--- src/logic/rcs_pkg.sv ---
// Package for the regulator control and status block.
// Assumes a single 50 MHz clock and an asynchronous active-high reset.
package rcs_pkg;
    // Voltage code width; bits [5:3] pick the coarse range, [2:0] the step.
    localparam int CODE_W = 6;
    localparam int CODE_RANGE_MSB = 5;
    localparam int CODE_RANGE_LSB = 3;
    localparam int CODE_STEP_MSB = 2;
    localparam int CODE_STEP_LSB = 0;
    // Counts of step-down converters and linear regulators.
    localparam int NUM_BUCK = 4;
    localparam int NUM_LDO = 8;
    localparam int NUM_REG = NUM_BUCK + NUM_LDO;
    // First buck that has the pin-selected pair of code banks (zero-based).
    localparam int FIRST_BANKED = 1;
    // Default output code after reset: one six-bit code shared by every regulator.
    localparam logic [CODE_W-1:0] DEFAULT_CODE = 6'h1_8;
    // Reset values of the software bits.
    localparam logic ENABLE_RESET = 1'b0;
    localparam logic UNMASK_RESET = 1'b0;
    localparam logic DISCHARGE_RESET = 1'b0;
    // State of each regulator's fault latch, one-hot.
    typedef enum logic [2:0] {
        RCS_IDLE = 3'b001,
        RCS_FAULT = 3'b010,
        RCS_CLEARED = 3'b100
    } rcs_fault_t;
endpackage : rcs_pkg

--- src/logic/rcs_fault_latch.sv ---
// Fault latch for one regulator: holds an interrupt request once raised.
// Assumes power-good, enable and read strobes synchronous to ref_clk.
module rcs_fault_latch (
    input wire logic ref_clk,
    input wire logic rst,
    input wire logic power_good,
    input wire logic enabled,
    input wire logic unmask,
    input wire logic status_read,
    output logic request
);
    ////////////////////////////////////////////////////////////////////////
    // The latch walks IDLE -> FAULT -> IDLE, through CLEARED when the read comes before recovery.
    rcs_pkg::rcs_fault_t state;
    rcs_pkg::rcs_fault_t next_state;
    logic recovered;

    // Recovery means the regulator is off or back in regulation.
    assign recovered = !enabled || power_good;

    // Next state of the latch.
    always_comb begin
        next_state = state;
        unique case (state)
            rcs_pkg::RCS_IDLE: begin
                // Only an unmasked undervoltage of a running regulator raises a request.
                if (unmask && enabled && !power_good) begin
                    next_state = rcs_pkg::RCS_FAULT;
                end
            end
            rcs_pkg::RCS_FAULT: begin
                // Both recovery and a read are needed; either order is accepted.
                if (status_read && recovered) begin
                    next_state = rcs_pkg::RCS_IDLE;
                end else if (status_read) begin
                    next_state = rcs_pkg::RCS_CLEARED;
                end
            end
            rcs_pkg::RCS_CLEARED: begin
                // The read is remembered; wait for recovery alone.
                if (recovered) begin
                    next_state = rcs_pkg::RCS_IDLE;
                end
            end
            default: begin
                next_state = rcs_pkg::RCS_IDLE;
            end
        endcase
    end

    // State register.
    always_ff @(posedge ref_clk or posedge rst) begin
        if (rst) begin
            state <= rcs_pkg::RCS_IDLE;
        end else begin
            state <= next_state;
        end
    end

    // The request is high in either holding state.
    assign request = (state != rcs_pkg::RCS_IDLE);
endmodule : rcs_fault_latch

--- src/logic/rcs_regulator_control_status.sv ---
// Control and status bits for four step-down converters and eight linear regulators.
// Assumes the host interface engine presents bits as plain synchronous ports.
// What this block does
// - Reset loads the one preset default voltage code
// - Bank-select pin picks bank zero or one
// - Host writes selected bank; device applies code
// - Six-bit code: coarse range and step
// - Linear regulator codes writable any time
// - Buck enable follows its written bit
// - Linear enable follows its written bit
// - Discharge only when disabled and bit set
// - Buck power-good mirrors its undervoltage comparator
// - Linear power-good mirrors its undervoltage comparator
// - Unmasked undervoltage of an enabled regulator drives interrupt low
// - Interrupt holds until recovered and flag read
// - Linear faults use the same unmask
// - Host reaches bits by single-byte commands
module rcs_regulator_control_status #(
    parameter int NUM_BUCK = rcs_pkg::NUM_BUCK,
    parameter int NUM_LDO = rcs_pkg::NUM_LDO
) (
    input wire logic ref_clk,
    input wire logic rst,
    // Pin that picks the code bank of the banked converters.
    input wire logic voltage_bank_select_pin,
    // Single-byte write strobe and target from the host engine.
    input wire logic code_write,
    input wire logic [3:0] code_write_index,
    input wire logic [rcs_pkg::CODE_W-1:0] code_write_value,
    // Software control bits, one per regulator; discharge bits for the linear regulators only.
    input wire logic [NUM_BUCK+NUM_LDO-1:0] enable_bits,
    input wire logic [NUM_BUCK+NUM_LDO-1:0] fault_irq_unmask,
    input wire logic [NUM_LDO-1:0] output_discharge_enable,
    // Undervoltage comparator outputs, high when the output is low.
    input wire logic [NUM_BUCK+NUM_LDO-1:0] undervoltage,
    // Pulse for each regulator whose power-good flag the host reads.
    input wire logic [NUM_BUCK+NUM_LDO-1:0] power_good_read,
    // Active voltage code of every regulator, packed six bits each.
    output logic [(NUM_BUCK+NUM_LDO)*rcs_pkg::CODE_W-1:0] voltage_code,
    output logic [NUM_BUCK+NUM_LDO-1:0] regulator_on,
    output logic [NUM_LDO-1:0] discharge_on,
    output logic [NUM_BUCK+NUM_LDO-1:0] power_good,
    output logic interrupt_request_low
);
    localparam int NR = NUM_BUCK + NUM_LDO;
    localparam int CW = rcs_pkg::CODE_W;

    ////////////////////////////////////////////////////////////////////////
    // Code storage. Index 0..NR-1 is bank zero (and the only bank of the
    // unbanked regulators); code_bank_one index 1..NUM_BUCK-1 is bank one of the banked bucks.
    // A write to a banked buck lands in the bank the pin selects now, so
    // the host always changes the code the converter is using.
    logic [CW-1:0] code_bank_zero [NR];
    logic [CW-1:0] code_bank_one [NUM_BUCK];
    logic [CW-1:0] next_code_bank_zero [NR];
    logic [CW-1:0] next_code_bank_one [NUM_BUCK];
    logic [NR-1:0] latch_request;

    // Next values of the code banks.
    always_comb begin
        for (int i = 0; i < NR; i++) begin
            next_code_bank_zero[i] = code_bank_zero[i];
            // A write to this regulator takes bank zero unless banked with the pin high.
            if (code_write && (int'(code_write_index) == i)) begin
                if (!(i >= rcs_pkg::FIRST_BANKED && i < NUM_BUCK && voltage_bank_select_pin)) begin
                    next_code_bank_zero[i] = code_write_value;
                end
            end
        end
        for (int i = 0; i < NUM_BUCK; i++) begin
            next_code_bank_one[i] = code_bank_one[i];
            if (code_write && (int'(code_write_index) == i) && i >= rcs_pkg::FIRST_BANKED
                && voltage_bank_select_pin) begin
                next_code_bank_one[i] = code_write_value;
            end
        end
    end

    // Code bank registers; all start at the preset default.
    always_ff @(posedge ref_clk or posedge rst) begin
        if (rst) begin
            for (int i = 0; i < NR; i++) begin
                code_bank_zero[i] <= rcs_pkg::DEFAULT_CODE;
            end
            for (int i = 0; i < NUM_BUCK; i++) begin
                code_bank_one[i] <= rcs_pkg::DEFAULT_CODE;
            end
        end else begin
            code_bank_zero <= next_code_bank_zero;
            code_bank_one <= next_code_bank_one;
        end
    end

    ////////////////////////////////////////////////////////////////////////
    // Output stage: every output is registered, one cycle behind its inputs; a written code and the interrupt trail the write or fault by two.
    logic [NR*CW-1:0] next_voltage_code;
    logic [NR-1:0] next_regulator_on;
    logic [NUM_LDO-1:0] next_discharge_on;
    logic [NR-1:0] next_power_good;
    logic next_interrupt_request_low;

    // Active code selection, enables, discharge, power-good and interrupt.
    always_comb begin
        for (int i = 0; i < NR; i++) begin
            if (i >= rcs_pkg::FIRST_BANKED && i < NUM_BUCK && voltage_bank_select_pin) begin
                next_voltage_code[i*CW +: CW] = code_bank_one[i];
            end else begin
                next_voltage_code[i*CW +: CW] = code_bank_zero[i];
            end
        end
        next_regulator_on = enable_bits;
        // Discharging a running regulator would fight its own output.
        next_discharge_on = output_discharge_enable & ~enable_bits[NR-1:NUM_BUCK];
        next_power_good = ~undervoltage;
        next_interrupt_request_low = ~(|latch_request);
    end

    // Output registers.
    always_ff @(posedge ref_clk or posedge rst) begin
        if (rst) begin
            voltage_code <= {NR{rcs_pkg::DEFAULT_CODE}};
            regulator_on <= {NR{rcs_pkg::ENABLE_RESET}};
            discharge_on <= '0;
            power_good <= '0;
            interrupt_request_low <= 1'b1;
        end else begin
            voltage_code <= next_voltage_code;
            regulator_on <= next_regulator_on;
            discharge_on <= next_discharge_on;
            power_good <= next_power_good;
            interrupt_request_low <= next_interrupt_request_low;
        end
    end

    ////////////////////////////////////////////////////////////////////////
    // One fault latch per regulator, bucks and linear regulators alike.
    for (genvar g = 0; g < NR; g++) begin : g_latch
        rcs_fault_latch u_latch (
            .ref_clk(ref_clk),
            .rst(rst),
            .power_good(!undervoltage[g]),
            .enabled(enable_bits[g]),
            .unmask(fault_irq_unmask[g]),
            .status_read(power_good_read[g]),
            .request(latch_request[g])
        );
    end

    ////////////////////////////////////////////////////////////////////////
    // Check helper: remembers, per regulator, a latched fault whose flag the
    // host has not yet read. No output depends on it, so synthesis may trim
    // it; it exists so that the hold check below can tell a legal release
    // (read seen earlier, recovery now) from a release that skipped the read.
    logic [NR-1:0] chk_prev_request; // Latch requests one cycle earlier.
    logic [NR-1:0] chk_read_owed; // Fault raised and flag not yet read.
    logic [NR-1:0] next_chk_prev_request;
    logic [NR-1:0] next_chk_read_owed;

    // A rising request owes a read; a read pulse settles the debt.
    always_comb begin
        next_chk_prev_request = latch_request;
        next_chk_read_owed = (chk_read_owed | (latch_request & ~chk_prev_request)) & ~power_good_read;
    end

    // Helper registers, cleared with the rest of the block.
    always_ff @(posedge ref_clk or posedge rst) begin
        if (rst) begin
            chk_prev_request <= '0;
            chk_read_owed <= '0;
        end else begin
            chk_prev_request <= next_chk_prev_request;
            chk_read_owed <= next_chk_read_owed;
        end
    end

    // Bank zero drives each banked converter while the pin is low.
    for (genvar g = rcs_pkg::FIRST_BANKED; g < NUM_BUCK; g++) begin : g_bank_check

    end

    // A linear regulator code written by the host shows two edges later,
    // unless a second write to the same regulator overtakes it.
    for (genvar g = NUM_BUCK; g < NR; g++) begin : g_ldo_check

    end
endmodule : rcs_regulator_control_status

--- config.mk ---
export PLATFORM = sky130hd
export DESIGN_NAME = rcs_regulator_control_status
export DESIGN_NICKNAME = d
export VERILOG_FILES = /design/src/logic/rcs_pkg.sv /design/src/logic/rcs_fault_latch.sv /design/src/logic/rcs_regulator_control_status.sv
export SDC_FILE = /design/constraint.sdc
export NUM_CORES = 1
export LEC_CHECK = 0
export ABC_AREA = 1
export BUFFER_PORTS_ARGS = -buffer_cell sky130_fd_sc_hd__buf_4
export CAP_MARGIN = 20
export CORE_ASPECT_RATIO = 1.2
export CORE_MARGIN = 2
export CORE_UTILIZATION = 40
export CTS_CLUSTER_SIZE = 30
export DETAILED_ROUTE_END_ITERATION = 16
export PLACE_DENSITY = 0.69
export SLEW_MARGIN = 10
export SYNTH_ARGS = -nofsm -noshare
export SYNTH_HDL_FRONTEND = slang
export SYNTH_HIERARCHICAL = 1
export SYNTH_SLANG_ARGS = --single-unit
--- constraint.sdc ---
create_clock -name ref_clk -period 7.4 [get_ports ref_clk]
set_input_delay 0 -clock ref_clk [delete_from_list [all_inputs] [get_ports ref_clk]]
set_output_delay 0 -clock ref_clk [all_outputs]
set_load 0.02 [all_outputs]
Word-level counts from Yosys, hierarchy flattened --
Cells that the tools add are included. Widths: inputs -> output; s select.
Cells by class: equal/unequal tests 95, mux-type cells 63, bitwise gates (word level) 5, reductions and logical operators 104
Operators with widths (count):
- $mux 3 | 48
- $pmux 3 s3 | 12
- $logic_and 1x1->1 | 51
- $ne 2x1->1 const B | 24
- $eq 3x1->1 const B | 12
- $eq 3x2->1 const B | 12
- $eq 3x3->1 const B | 12
- $ne 3x1->1 const B | 12
- $ne 3x2->1 const B | 12
- $reduce_and 3->1 | 12
- $eq 4x4->1 const B | 8
- $logic_not 1->1 | 24
- $mux 6 | 3
- $logic_or 1x1->1 | 12
- $not 12->12 | 1
- $reduce_or 12->1 | 1
- $and 8x8->8 | 1
- $eq 4x3->1 const B | 2
- $not 8->8 | 1
- $reduce_and 2->1 | 3
- $eq 4x2->1 const B | 1
- $logic_not 4->1 | 1
- $not 1->1 | 2
Word-level totals: register bits 231, output and inout bits 105

Longest topological paths before layout --
Gate-level depths: netlist of run 1.
depth in word-level cells 5, depth in mapped cells 7, mapped depth without buffers 7

Hierarchy --
Netlist of run 1, hierarchy kept.
By module, submodules not included:
- rcs_regulator_control_status | times used 1, cells each 621, area each 6776.5 sq um
- rcs_fault_latch | times used 12, cells each 33, area each 202.7 sq um

Worst setup path after synthesis of run 1 --
Ideal clock, no wire load.
kind reg-to-reg, start point reg g_latch[3].u_latch.state[0], end point reg interrupt_request_low, library setup time 0.067 ns, arrival 0.989 ns, required time 7.333 ns, slack 6.344 ns, stages on the path, launching flop included 7, buffers on the path 0, period minus slack after synthesis 1.056 ns, path through dfstp_2 -> nand2_1 -> nor2_2 -> inv_1 -> nor2_1 -> nand4_1 -> nor2_1
On the way: word-level cells in the longest chain between the ends 3
RTL lines:
- from (decl) | RTL line rcs_fault_latch.sv:14 | rcs_pkg::rcs_fault_t state;
- from (signal assigned) | RTL line rcs_fault_latch.sv:54 | state <= rcs_pkg::RCS_IDLE;
- from (signal assigned) | RTL line rcs_fault_latch.sv:56 | state <= next_state;
- $ne 3x1->1 | RTL line rcs_fault_latch.sv:61 | assign request = (state != rcs_pkg::RCS_IDLE);
- via latch_request[3] | RTL line rcs_regulator_control_status.sv:57 | logic [NR-1:0] latch_request;
- $reduce_or 12->1 | RTL line rcs_regulator_control_status.sv:115 | next_interrupt_request_low = ~(|latch_request);
- $not 1->1 | RTL line rcs_regulator_control_status.sv:115
- via next_interrupt_request_low | RTL line rcs_regulator_control_status.sv:100 | logic next_interrupt_request_low;
- to (signal assigned) | RTL line rcs_regulator_control_status.sv:131 | interrupt_request_low <= next_interrupt_request_low;
- to (decl) | RTL line rcs_regulator_control_status.sv:43 | output logic interrupt_request_low
The timed path passes the listed nets, and every way through them passes these cells. A chain may end at the register's enable or synchronous reset.

Worst setup path after layout of run 1 --
start point in code_write_index[3], end point reg code_bank_zero[38] (netlist name)
On the way: word-level cells in the longest chain between the ends 2
RTL lines:
- from (decl) | RTL line rcs_regulator_control_status.sv:28 | input wire logic [3:0] code_write_index,
- $eq 4x4->1 | RTL line rcs_regulator_control_status.sv:64 | if (code_write && (int'(code_write_index) == i)) begin
- $logic_and 1x1->1 | RTL line rcs_regulator_control_status.sv:64
- to (signal, indexed assignment) | RTL line rcs_regulator_control_status.sv:83 | code_bank_zero[i] <= rcs_pkg::DEFAULT_CODE;
- to (signal assigned) | RTL line rcs_regulator_control_status.sv:89 | code_bank_zero <= next_code_bank_zero;
- to (decl) | RTL line rcs_regulator_control_status.sv:53 | logic [CW-1:0] code_bank_zero [NR];
No other way between the ends.

==> out/metrics.yaml, run 1 <==
status: "finished, final reports clean"
layout_commonest_cell: "nand2_1"
drc: 0
endpoint_kind: "register"
crit_path_frequent_cell: "dlygate4sd3_1"
cpLargestDelayFamily: "buffers and inverters"
clk_pin_slew_worst_paths_ns: 0.06
hold_violations: 0
fin_crit_sh_pct: 28.7
root_buffer: "clkbuf_16"
crit_buf_inv: 5
synth-seq-area-share_pct: 63.7
cts_tree: "built"
worstPathCellList: "dlygate4sd3_1, buf_4, inv_1, nand3_4, dlygate4sd3_1, nor2_2, dlygate4sd3_1, nand2_1, nand2_1"
fmax_ghz: 0.470
pre_cts_slack_ns: 5.48
fp.dieH_um: 170
drtIter0Drc: 392
drive_gt1_share_pct: 25.6
grt_use_total_pct: 17.6
tns_ns: 0
nNetsFinal: 1354
wl_per_cell_um: 13.7
grt_setup_unrepaired: "no"
synth_cells: 1017
skew_ns: 0.00846
dp_hpwl_um: 13800
critPathMaxStageDelay_ns: 0.70
critPathMaxFanout: 6
cts_setup_buffers: 0
slowest_stage: "dlygate4sd3_1"
path_class: "in -> reg"
period_needed_ns: 2.13
slew_headroom_pct: 47.7
worst_pin_slew_ns: 0.783
antenna_found_initial: 0
ys_ff_latch: 231
drt_first_pass_iters: 5
critPathRequiredTime_ns: 7.85
vias_per_cell: 4.69
areaGrowthSynthToFinish_pct: 35.2
min_path_type: "in -> async"
synth.distinct_cells: 19
grt_overflow_total: 0
portBuffers: 174
numCtsBuffers: 24
clockBufferDepth: 3
p_per_area_nw_per_um2: 290
io_pins: 175
core_sq_um: 22500
die_w_um: 143
drv_slew: 0
detail-route-antenna-nets: 0
cp-start-kind: "input port"
fillers: 1916
max-vdd-ir-drop_v: 0.000133
htreeDepth: 1
routed_wl_um: 21600
antennaDiodeCount: 0
grt_pass1_vias: 7248
crit_arrival_ns: 2.57
dr_total_vias: 7409
maxCapViolations: 0
syn_area_sq_um: 9210
start_util_pct: 40.9
grt_pass1_wl_um: 34400
grt_start_max_net_pins: 105
rows: 60
die-area_sq_um: 24300
syn-mean-instance-area_sq_um: 9.05
setup_viol: 0
clkLatencyLatePin_ns: 0.51
cts_sinks: 231
syn_nets: 1087
leakage_nw: 6.66
mostFrequentLayoutCells: "nand2_1, buf_4, dfrtp_1, inv_1, dlygate4sd3_1"
yosys_warnings: 6
layout_setup_ws_ns: 5.27
place.gp.congestion: 0.827
-- sequential cells by signal, summed over array words and instances, names as in the netlist --
signal,count
discharge_on,8
g_latch.u_latch/state,36
interrupt_request_low,1
power_good,12
code_bank_zero,72
voltage_code,72
regulator_on,12
code_bank_one,18
-- worst paths after layout --
check                                             from  cells past startpoint  slack (ns)                           end
setup / recovery                   code_write_index[3]                      9        5.27            code_bank_zero[38]
hold / removal                                     rst                      3        0.03  g_latch[10].u_latch/state[1]
setup reg to reg           g_latch[8].u_latch/state[0]                      5        5.80   g_latch[8].u_latch/state[0]
hold reg to reg                      code_bank_zero[4]                      0        0.36              voltage_code[70]
max in group asynchronous                          rst                      5        5.83              voltage_code[58]
min in group ref_clk                    enable_bits[1]                      2        0.17               regulator_on[1]
-- cell type report --
class / instances / area (sq um) / share of cell area [%]
clock buffer: 34 / 689 / 5.54
clock inverter: 10 / 87.6 / 0.704
inverter: 133 / 507 / 4.07
multi-input combinational: 632 / 2750 / 22.1
sequential: 231 / 5860 / 47.1
tap: 279 / 349 / 2.80
timing repair buffer: 262 / 2200 / 17.7
-- worst min-delay path, stage by stage --
cell and delay, ns:
dlygate4sd3_1 0.55, buf_4 0.20, inv_1 0.12
-- layer usage --
metal / share of wire (%) / vias up / track usage (%)
met5: 0 / - / 0
met4: 2.8 / 0 / 6.72
met3: 5.2 / 57 / 3.01
met2: 51 / 204 / 30.7
met1: 41 / 3486 / 21.7
li1: - / 3662 / -
-- synthesized netlist by cell type --
cell | n | area share [%]
buf_1 | 4 | 0.16
buf_2 | 7 | 0.38
buf_4 | 2 | 0.16
clkbuf_1 | 8 | 0.33
dfrtp_1 | 164 | 45
dfstp_2 | 67 | 19
inv_1 | 122 | 5.0
inv_2 | 11 | 0.45
nand2_1 | 431 | 18
nand3_1 | 13 | 0.71
nand3_2 | 1 | 0.11
nand3_4 | 1 | 0.19
nand4_1 | 66 | 4.5
nand4_2 | 1 | 0.14
nor2_1 | 53 | 2.2
nor2_2 | 28 | 1.9
nor2_4 | 8 | 0.98
o21ai_0 | 6 | 0.33
o21ai_1 | 24 | 1.3
-- per-stage QoR --
step / std cells / total power [mW] / area, sq um / util [%] / hold WS [ns]
6_report: 1581 / 3.61 / 12400 / 55.3 / 0.0299
5_1_grt: 1581 / 3.81 / 12400 / 55.3 / 0.0302
4_1_cts: 1580 / 3.65 / 12400 / 55.1 / 0.0167
3_5_place_dp: 1451 / 2.38 / 10800 / 47.9 / -0.0152
3_3_place_gp: 1451 / 2.35 / 10800 / 47.9 / -0.0273
2_1_floorplan: 1017 / 2.09 / 9210 / - / -0.247
-- where the power goes --
part           switching (mW)  internal, mW
sequential              0.115          1.55
clock                   0.488         0.688
combinational           0.447         0.325
-- kinds of logic after synthesis --
family / count (synthesis) / share of synthesized area [%]
buffers and inverters: 154 / 6.45
and+or+nand+nor: 602 / 28.2
AOI/OAI and AO/OA: 30 / 1.63
DFF: 231 / 63.7
-- timing repair --
action,CTS,global route
resized for setup,0,0
endpoints found under the hold margin,291,0
hold buffers,85,0
Power figures use the tool's default switching activity.
==> run 2: changes to the inputs <==
PLACE_DENSITY = 0.71   (was 0.69)
clock period = 1.9 ns   (was 7.4 ns; I/O delays follow)
==> run 2 against run 1 <==
Power increased to 4.1 times the previous value. Non-clock buffer count increased by 5. Sequential cell count unchanged. Global-route usage increased by 0.39 points. First-iteration DRC count increased by 4.3%. Sequential share of layout area decreased by 0.66 points. Core utilization increased by 0.78 points. Cell area increased by 1.4%. Die area unchanged. Register-to-register slack got worse by 5.5 ns. Wire length increased by 0.25%. Via count increased by 1.1%. Critical path type unchanged. Highest routed layer unchanged.
==> out/metrics.yaml, run 2 (same netlist as run 1, synthesis figures left out) <==
status: "finished, final reports clean"
fmax_ghz: 0.612
fp.dieH_um: 170  # unchanged
worstSetupStartpoint: "code_write_index[3]"
reg2reg_slack_ns: 0.31  # -5.49 ns
clkLatencyLatePin_ns: 0.51  # about the same
grt_pass1_wl_um: 35200  # +2.4%
cts_setup_buffers: 0  # unchanged
r2r_start: "g_latch[0].u_latch/state[0]"
antenna_found_initial: 0  # unchanged
hold_violations: 0  # unchanged
cts_sinks: 231  # unchanged
max-vdd-ir-drop_v: 0.000798  # +500%
vias_per_cell: 4.73  # +0.93%
clockBufferDepth: 3  # unchanged
mostFrequentLayoutCells: "nand2_1, buf_4, dfrtp_1, inv_1, dlygate4sd3_1"
dpl-instance-area_sq_um: 10900  # +0.80%
power_mw: 14.8  # +310%
nNetsFinal: 1358  # +0.30%
core_sq_um: 22500  # unchanged
grt_pass1_vias: 7448  # +2.8%
setup_viol: 0  # unchanged
dr_total_vias: 7492  # +1.1%
cts_tree: "built"
r2r-end: "g_latch[0].u_latch/state[0]"
final_area_sq_um: 12600  # +1.4%
largestRegisters: "code_bank_zero: 72 flops, voltage_code: 72 flops, g_latch.u_latch/state: 36 flops"
crit_arrival_ns: 2.02  # -0.55 ns
path_class: "in -> reg"
grt_use_total_pct: 18.0  # +0.39 points
grt_overflow_total: 0  # unchanged
drc: 0  # unchanged
rows: 60  # unchanged
areaGrowthSynthToFinish_pct: 37.1
portBuffers: 174  # unchanged
routed_wl_um: 21700  # +0.25%
htreeDepth: 1  # unchanged
grt_start_max_net_pins: 73  # -30%
dp_cells: 1458  # +0.48%
start_util_pct: 40.9  # unchanged
critPathMaxFanout: 7  # +1
detail-route-antenna-nets: 0  # unchanged
cp-start-kind: "input port"
die-area_sq_um: 24300  # unchanged
critPathRequiredTime_ns: 2.29  # -5.56 ns
drtIter0Drc: 409  # +4.3%
p_per_area_nw_per_um2: 1170  # +300%
tns_ns: 0  # unchanged
worstRegToRegCells: 7  # +2
root_buffer: "clkbuf_16"
slew_headroom_pct: 60.7  # +13 points
final_cells: 1584  # +0.19%
period_needed_ns: 1.63
io_pins: 175  # unchanged
critPathCapture: "code_bank_zero[26]"
drive_gt1_share_pct: 26.1  # +0.55 points
grt_setup_unrepaired: "no"
worst_pin_slew_ns: 0.589  # -0.193 ns
layout_commonest_cell: "nand2_1"
antennaDiodeCount: 0  # unchanged
place.gp.congestion: 0.856  # +3.4%
maxCapViolations: 0  # unchanged
leakage_nw: 6.74  # +1.3%
wl_per_cell_um: 13.7  # about the same
min_path_type: "in -> async"
drv_slew: 0  # unchanged
endpoint_kind: "register"
dp_hpwl_um: 14100  # +2.0%
skew_ns: 0.00893  # +0.000470 ns
die_w_um: 143  # unchanged
numCtsBuffers: 23  # -4.2%
drt_first_pass_iters: 6  # +1
clk_pin_slew_worst_paths_ns: 0.06  # about the same
fin_crit_sh_pct: 86.0
## run 2: cell count changes in the layout (fill, tap and decap cells not counted)
cell           before  now
clkinv_4            0    1
inv_6               2    1
buf_12              0    3
bufinv_16           1    8
clkbuf_1            6    2
inv_8               1    0
dlygate4sd3_1      85   84
clkinv_2            5    3
buf_4             176  180
buf_16              1    0
clkbuf_16          25   23
## run 2: critical path, cell delays in order
cell and delay [ns]:
dlygate4sd3_1 0.54, buf_4 0.17, inv_1 0.11, nand3_4 0.10, dlygate4sd3_1 0.65, nor2_4 0.18, inv_1 0.13, nand2_1 0.09
nand2_1 0.05
## run 2: per-stage QoR
| step | setup WS, ns | util [%] | hold slack [ns] |
|---|---|---|---|
| after global placement | 0.549 | 48.3 | -0.0244 |
| after floorplan | -0.573 | - | -0.247 |
| after CTS | 0.263 | 56.1 | 0.0242 |
| final | 0.265 | 56.1 | 0.0397 |
| after global routing | 0.144 | 56.1 | 0.0335 |
| after detailed placement | 0.501 | 48.3 | -0.0145 |
## run 2: how the worst min path moves through the flow
stage	end	slack, ns	cells after the start
2_1_floorplan	g_latch[0].u_latch/state[1]	-0.25	1
3_3_place_gp	g_latch[10].u_latch/state[2]	-0.02	2
3_5_place_dp	g_latch[10].u_latch/state[1]	-0.01	2
4_1_cts	g_latch[3].u_latch/state[1]	0.02	3
5_1_grt	g_latch[3].u_latch/state[1]	0.03	3
6_report	g_latch[9].u_latch/state[2]	0.04	3
## run 2: metal layers
metal	GRT usage [%]	share of wire (%)	vias up
li1	-	-	3673
met1	21.2	39	3592
met2	33.0	53	190
met3	2.81	4.8	37
met4	6.16	2.4	0
met5	0	0	-
## run 2: repair_timing
action                                  in CTS  in global routing
hold buffers                                84                  0
endpoints found under the setup margin       0                  0
resized for setup                            0                  0
endpoints found under the hold margin      354                  0
## run 2: layout make-up
type | instances | area [sq um]
timing repair buffer | 267 | 2250
clock buffer | 28 | 624
sequential | 231 | 5860
fill | 1905 | 9900
tap | 279 | 349
multi-input combinational | 632 | 2750
inverter | 133 | 503
clock inverter | 14 | 280
## run 2: report_power, final
part	internal, mW	switching [mW]
Sequential	6.02	0.443
Combinational	1.28	1.75
Clock	3.43	1.87
Total	10.7	4.06
==> run 3: changes to the inputs <==
BUFFER_PORTS_ARGS = not set   (was -buffer_cell sky130_fd_sc_hd__buf_4)
DONT_BUFFER_PORTS = 1   (was not set)
PLACE_DENSITY = 0.62   (was 0.71)
clock period = 2.1 ns   (was 1.9 ns; I/O delays follow)
==> run 3 against run 2 <==
Worst hold slack better by 0.095 ns. Die area unchanged. Combinational power down 42%. Clock skew down 0.0032 ns. Register-to-register slack worse by 0.03 ns. Sequential power down 3%. Critical endpoint is now code_bank_zero[70]. Final cell count down 10%. Via count down 9.9%. Clock-buffer cell count up 3. Core utilization down 5.6 points. Critical path type unchanged.
==> out/metrics.yaml, run 3 (same netlist as run 1, synthesis figures left out) <==
status: "finished, final reports clean"
htreeDepth: 1  # unchanged
grt_use_total_pct: 17.6  # -0.31 points
grt_overflow_total: 0  # unchanged
worstRegToRegCells: 4  # -3
clk_pin_slew_worst_paths_ns: 0.06  # about the same
die_w_um: 143  # unchanged
cts_sinks: 231  # unchanged
crit_arrival_ns: 2.38  # +0.36 ns
grt_start_max_net_pins: 99  # +36%
power_mw: 12.5  # -16%
cpLargestDelayFamily: "buffers and inverters"
portBuffers: 0  # -100%
critPathMaxStageDelay_ns: 0.73  # +0.08 ns
fp.dieH_um: 170  # unchanged
min_path_type: "in -> reg"
wl_per_cell_um: 14.7  # +7.8%
netSwitchingFraction_pct: 28.6  # +1.2 points
drt_first_pass_iters: 4  # -2
largestRegisters: "code_bank_zero: 72 flops, voltage_code: 72 flops, g_latch.u_latch/state: 36 flops"
p_per_area_nw_per_um2: 1100  # -6.4%
final_area_sq_um: 11400  # -10%
min_path_cells: 1
leakage_nw: 5.88  # -13%
final_cells: 1423  # -10%
seqPwrFrac_pct: 50.5  # +6.8 points
fmax_ghz: 0.515
layout_commonest_cell: "nand2_1"
worst_pin_slew_ns: 0.956  # +0.366 ns
io_pins: 175  # unchanged
start_util_pct: 40.9  # unchanged
drv_slew: 0  # unchanged
r2r_start: "code_bank_zero[69]"
combPwrFrac_pct: 14.1  # -6.4 points
worstPathCellList: "dlygate4sd3_1, nand3_1, dlygate4sd3_1, o21ai_0, nand2_1, dlygate4sd3_1"
slew_headroom_pct: 36.1  # -25 points
pwr-share-clk_pct: 35.4  # -0.4 points
reg2reg_slack_ns: 0.28  # -0.03 ns
cp-start-kind: "input port"
final_core_util_pct: 50.4  # -5.6 points
setup_viol: 0  # unchanged
dp_cells: 1282  # -12%
vias_per_cell: 4.74  # +0.25%
tns_ns: 0  # unchanged
drive_gt1_share_pct: 14.5  # -12 points
die-area_sq_um: 24300  # unchanged
path_class: "in -> reg"
dp_hpwl_um: 13200  # -6.8%
drtIter0Drc: 374  # -8.6%
critPathRequiredTime_ns: 2.53  # +0.24 ns
antennaDiodeCount: 0  # unchanged
max-vdd-ir-drop_v: 0.000534  # -33%
switchingPower_mw: 3.57  # -12%
drc: 0  # unchanged
grt_pass1_wl_um: 34500  # -2.0%
crit_path_frequent_cell: "dlygate4sd3_1"
internal_power_mw: 8.89  # -17%
numCtsBuffers: 23  # unchanged
hold_violations: 0  # unchanged
clockBufferDepth: 3  # unchanged
min_from: "enable_bits[1]"
mostFrequentLayoutCells: "nand2_1, dfrtp_1, inv_1, dlygate4sd3_1, dfstp_2"
crit_buf_inv: 3  # -2
fin_crit_sh_pct: 92.5
grt_pass1_vias: 6776  # -9.0%
nNetsFinal: 1197  # -12%
slowest_stage: "dlygate4sd3_1"
fillers: 2044  # +7.3%
areaGrowthSynthToFinish_pct: 23.4
antenna_found_initial: 0  # unchanged
maxCapViolations: 0  # unchanged
period_needed_ns: 1.94
detail-route-antenna-nets: 0  # unchanged
core_sq_um: 22500  # unchanged
root_buffer: "clkbuf_16"
skew_ns: 0.00574  # -0.00319 ns
holdPathEnd: "regulator_on[1]"
cts_tree: "built"
r2r-end: "code_bank_zero[69]"
grt_setup_unrepaired: "no"
place.gp.congestion: 0.836  # -2.3%
clkLatencyLatePin_ns: 0.51  # about the same
routed_wl_um: 21000  # -3.2%
endpoint_kind: "register"
critPathMaxFanout: 8  # +1
rows: 60  # unchanged
dpl-instance-area_sq_um: 9530  # -12%
dr_total_vias: 6747  # -9.9%
cts_resized: 0  # unchanged
[run 3: cell count changes in the layout (fill, tap and decap cells not counted), moves of 2 or more]
| cell | change |
|---|---|
| dlygate4sd3_1 | +13 |
| buf_4 | -173 |
| clkbuf_8 | +2 |
| clkinv_2 | -2 |
| clkinvlp_4 | +2 |
| bufinv_16 | -4 |
[run 3: routing by layer]
metal	vias up	part of all wire, %	track usage (%)
met3	32	4.3	2.79
met1	3210	44	23.6
met4	0	2.2	5.12
li1	3352	-	-
met5	-	0	0
met2	153	50	29.7
[run 3: final cells by class]
| cell class | count | area (sq um) | share of cell area (%) |
|---|---|---|---|
| clock buffers | 31 | 656 | 5.77 |
| clock inverters | 11 | 174 | 1.53 |
| inverters | 133 | 503 | 4.43 |
| multi-input cells | 632 | 2750 | 24.2 |
| flip-flops and latches | 231 | 5860 | 51.6 |
| well taps | 279 | 349 | 3.07 |
| repair buffers | 106 | 1060 | 9.36 |
[run 3: metrics by stage]
step,hold WS (ns),setup slack [ns]
finish,0.135,0.157
global placement,-0.238,0.870
detailed placement,-0.235,0.851
floorplan,-0.247,-0.373
global route,0.118,0.0421
CTS,0.112,0.0394
[run 3: what timing repair did]
item	4_1_cts	5_1_grt
hold buffers	99	0
setup buffers	0	1
endpoints found under the hold margin	359	0
endpoints found under the setup margin	0	7
[run 3: worst max-delay path by stage]
stage               cells past startpoint               endpoint                         from  slack, ns
floorplan                               1       code_bank_one[0]                          rst      -0.37
global placement                        6  interrupt_request_low  g_latch[0].u_latch/state[0]       0.87
detailed placement                      6  interrupt_request_low  g_latch[1].u_latch/state[0]       0.85
CTS                                     8     code_bank_zero[25]          code_write_index[3]       0.04
global route                            6     code_bank_zero[70]                   code_write       0.04
finish                                  6     code_bank_zero[70]                   code_write       0.16
[run 3: power by group through the flow]
| stage | registers [mW] | logic (mW) | clock network [mW] |
|---|---|---|---|
| final | 6.29 | 1.75 | 4.41 |
| after global routing | 6.40 | 2.04 | 4.73 |
| after CTS | 6.30 | 1.75 | 4.54 |
| after detailed placement | 6.37 | 1.34 | 0 |
| after global placement | 6.35 | 1.31 | 0 |
| after floorplan | 6.23 | 1.13 | 0 |
[run 3: worst reg2reg max path, stage by stage (launching register included)]
cell and delay (ns):
dfstp_2 0.53, o21ai_0 0.07, dlygate4sd3_1 0.56, nand2_1 0.05, dlygate4sd3_1 0.54
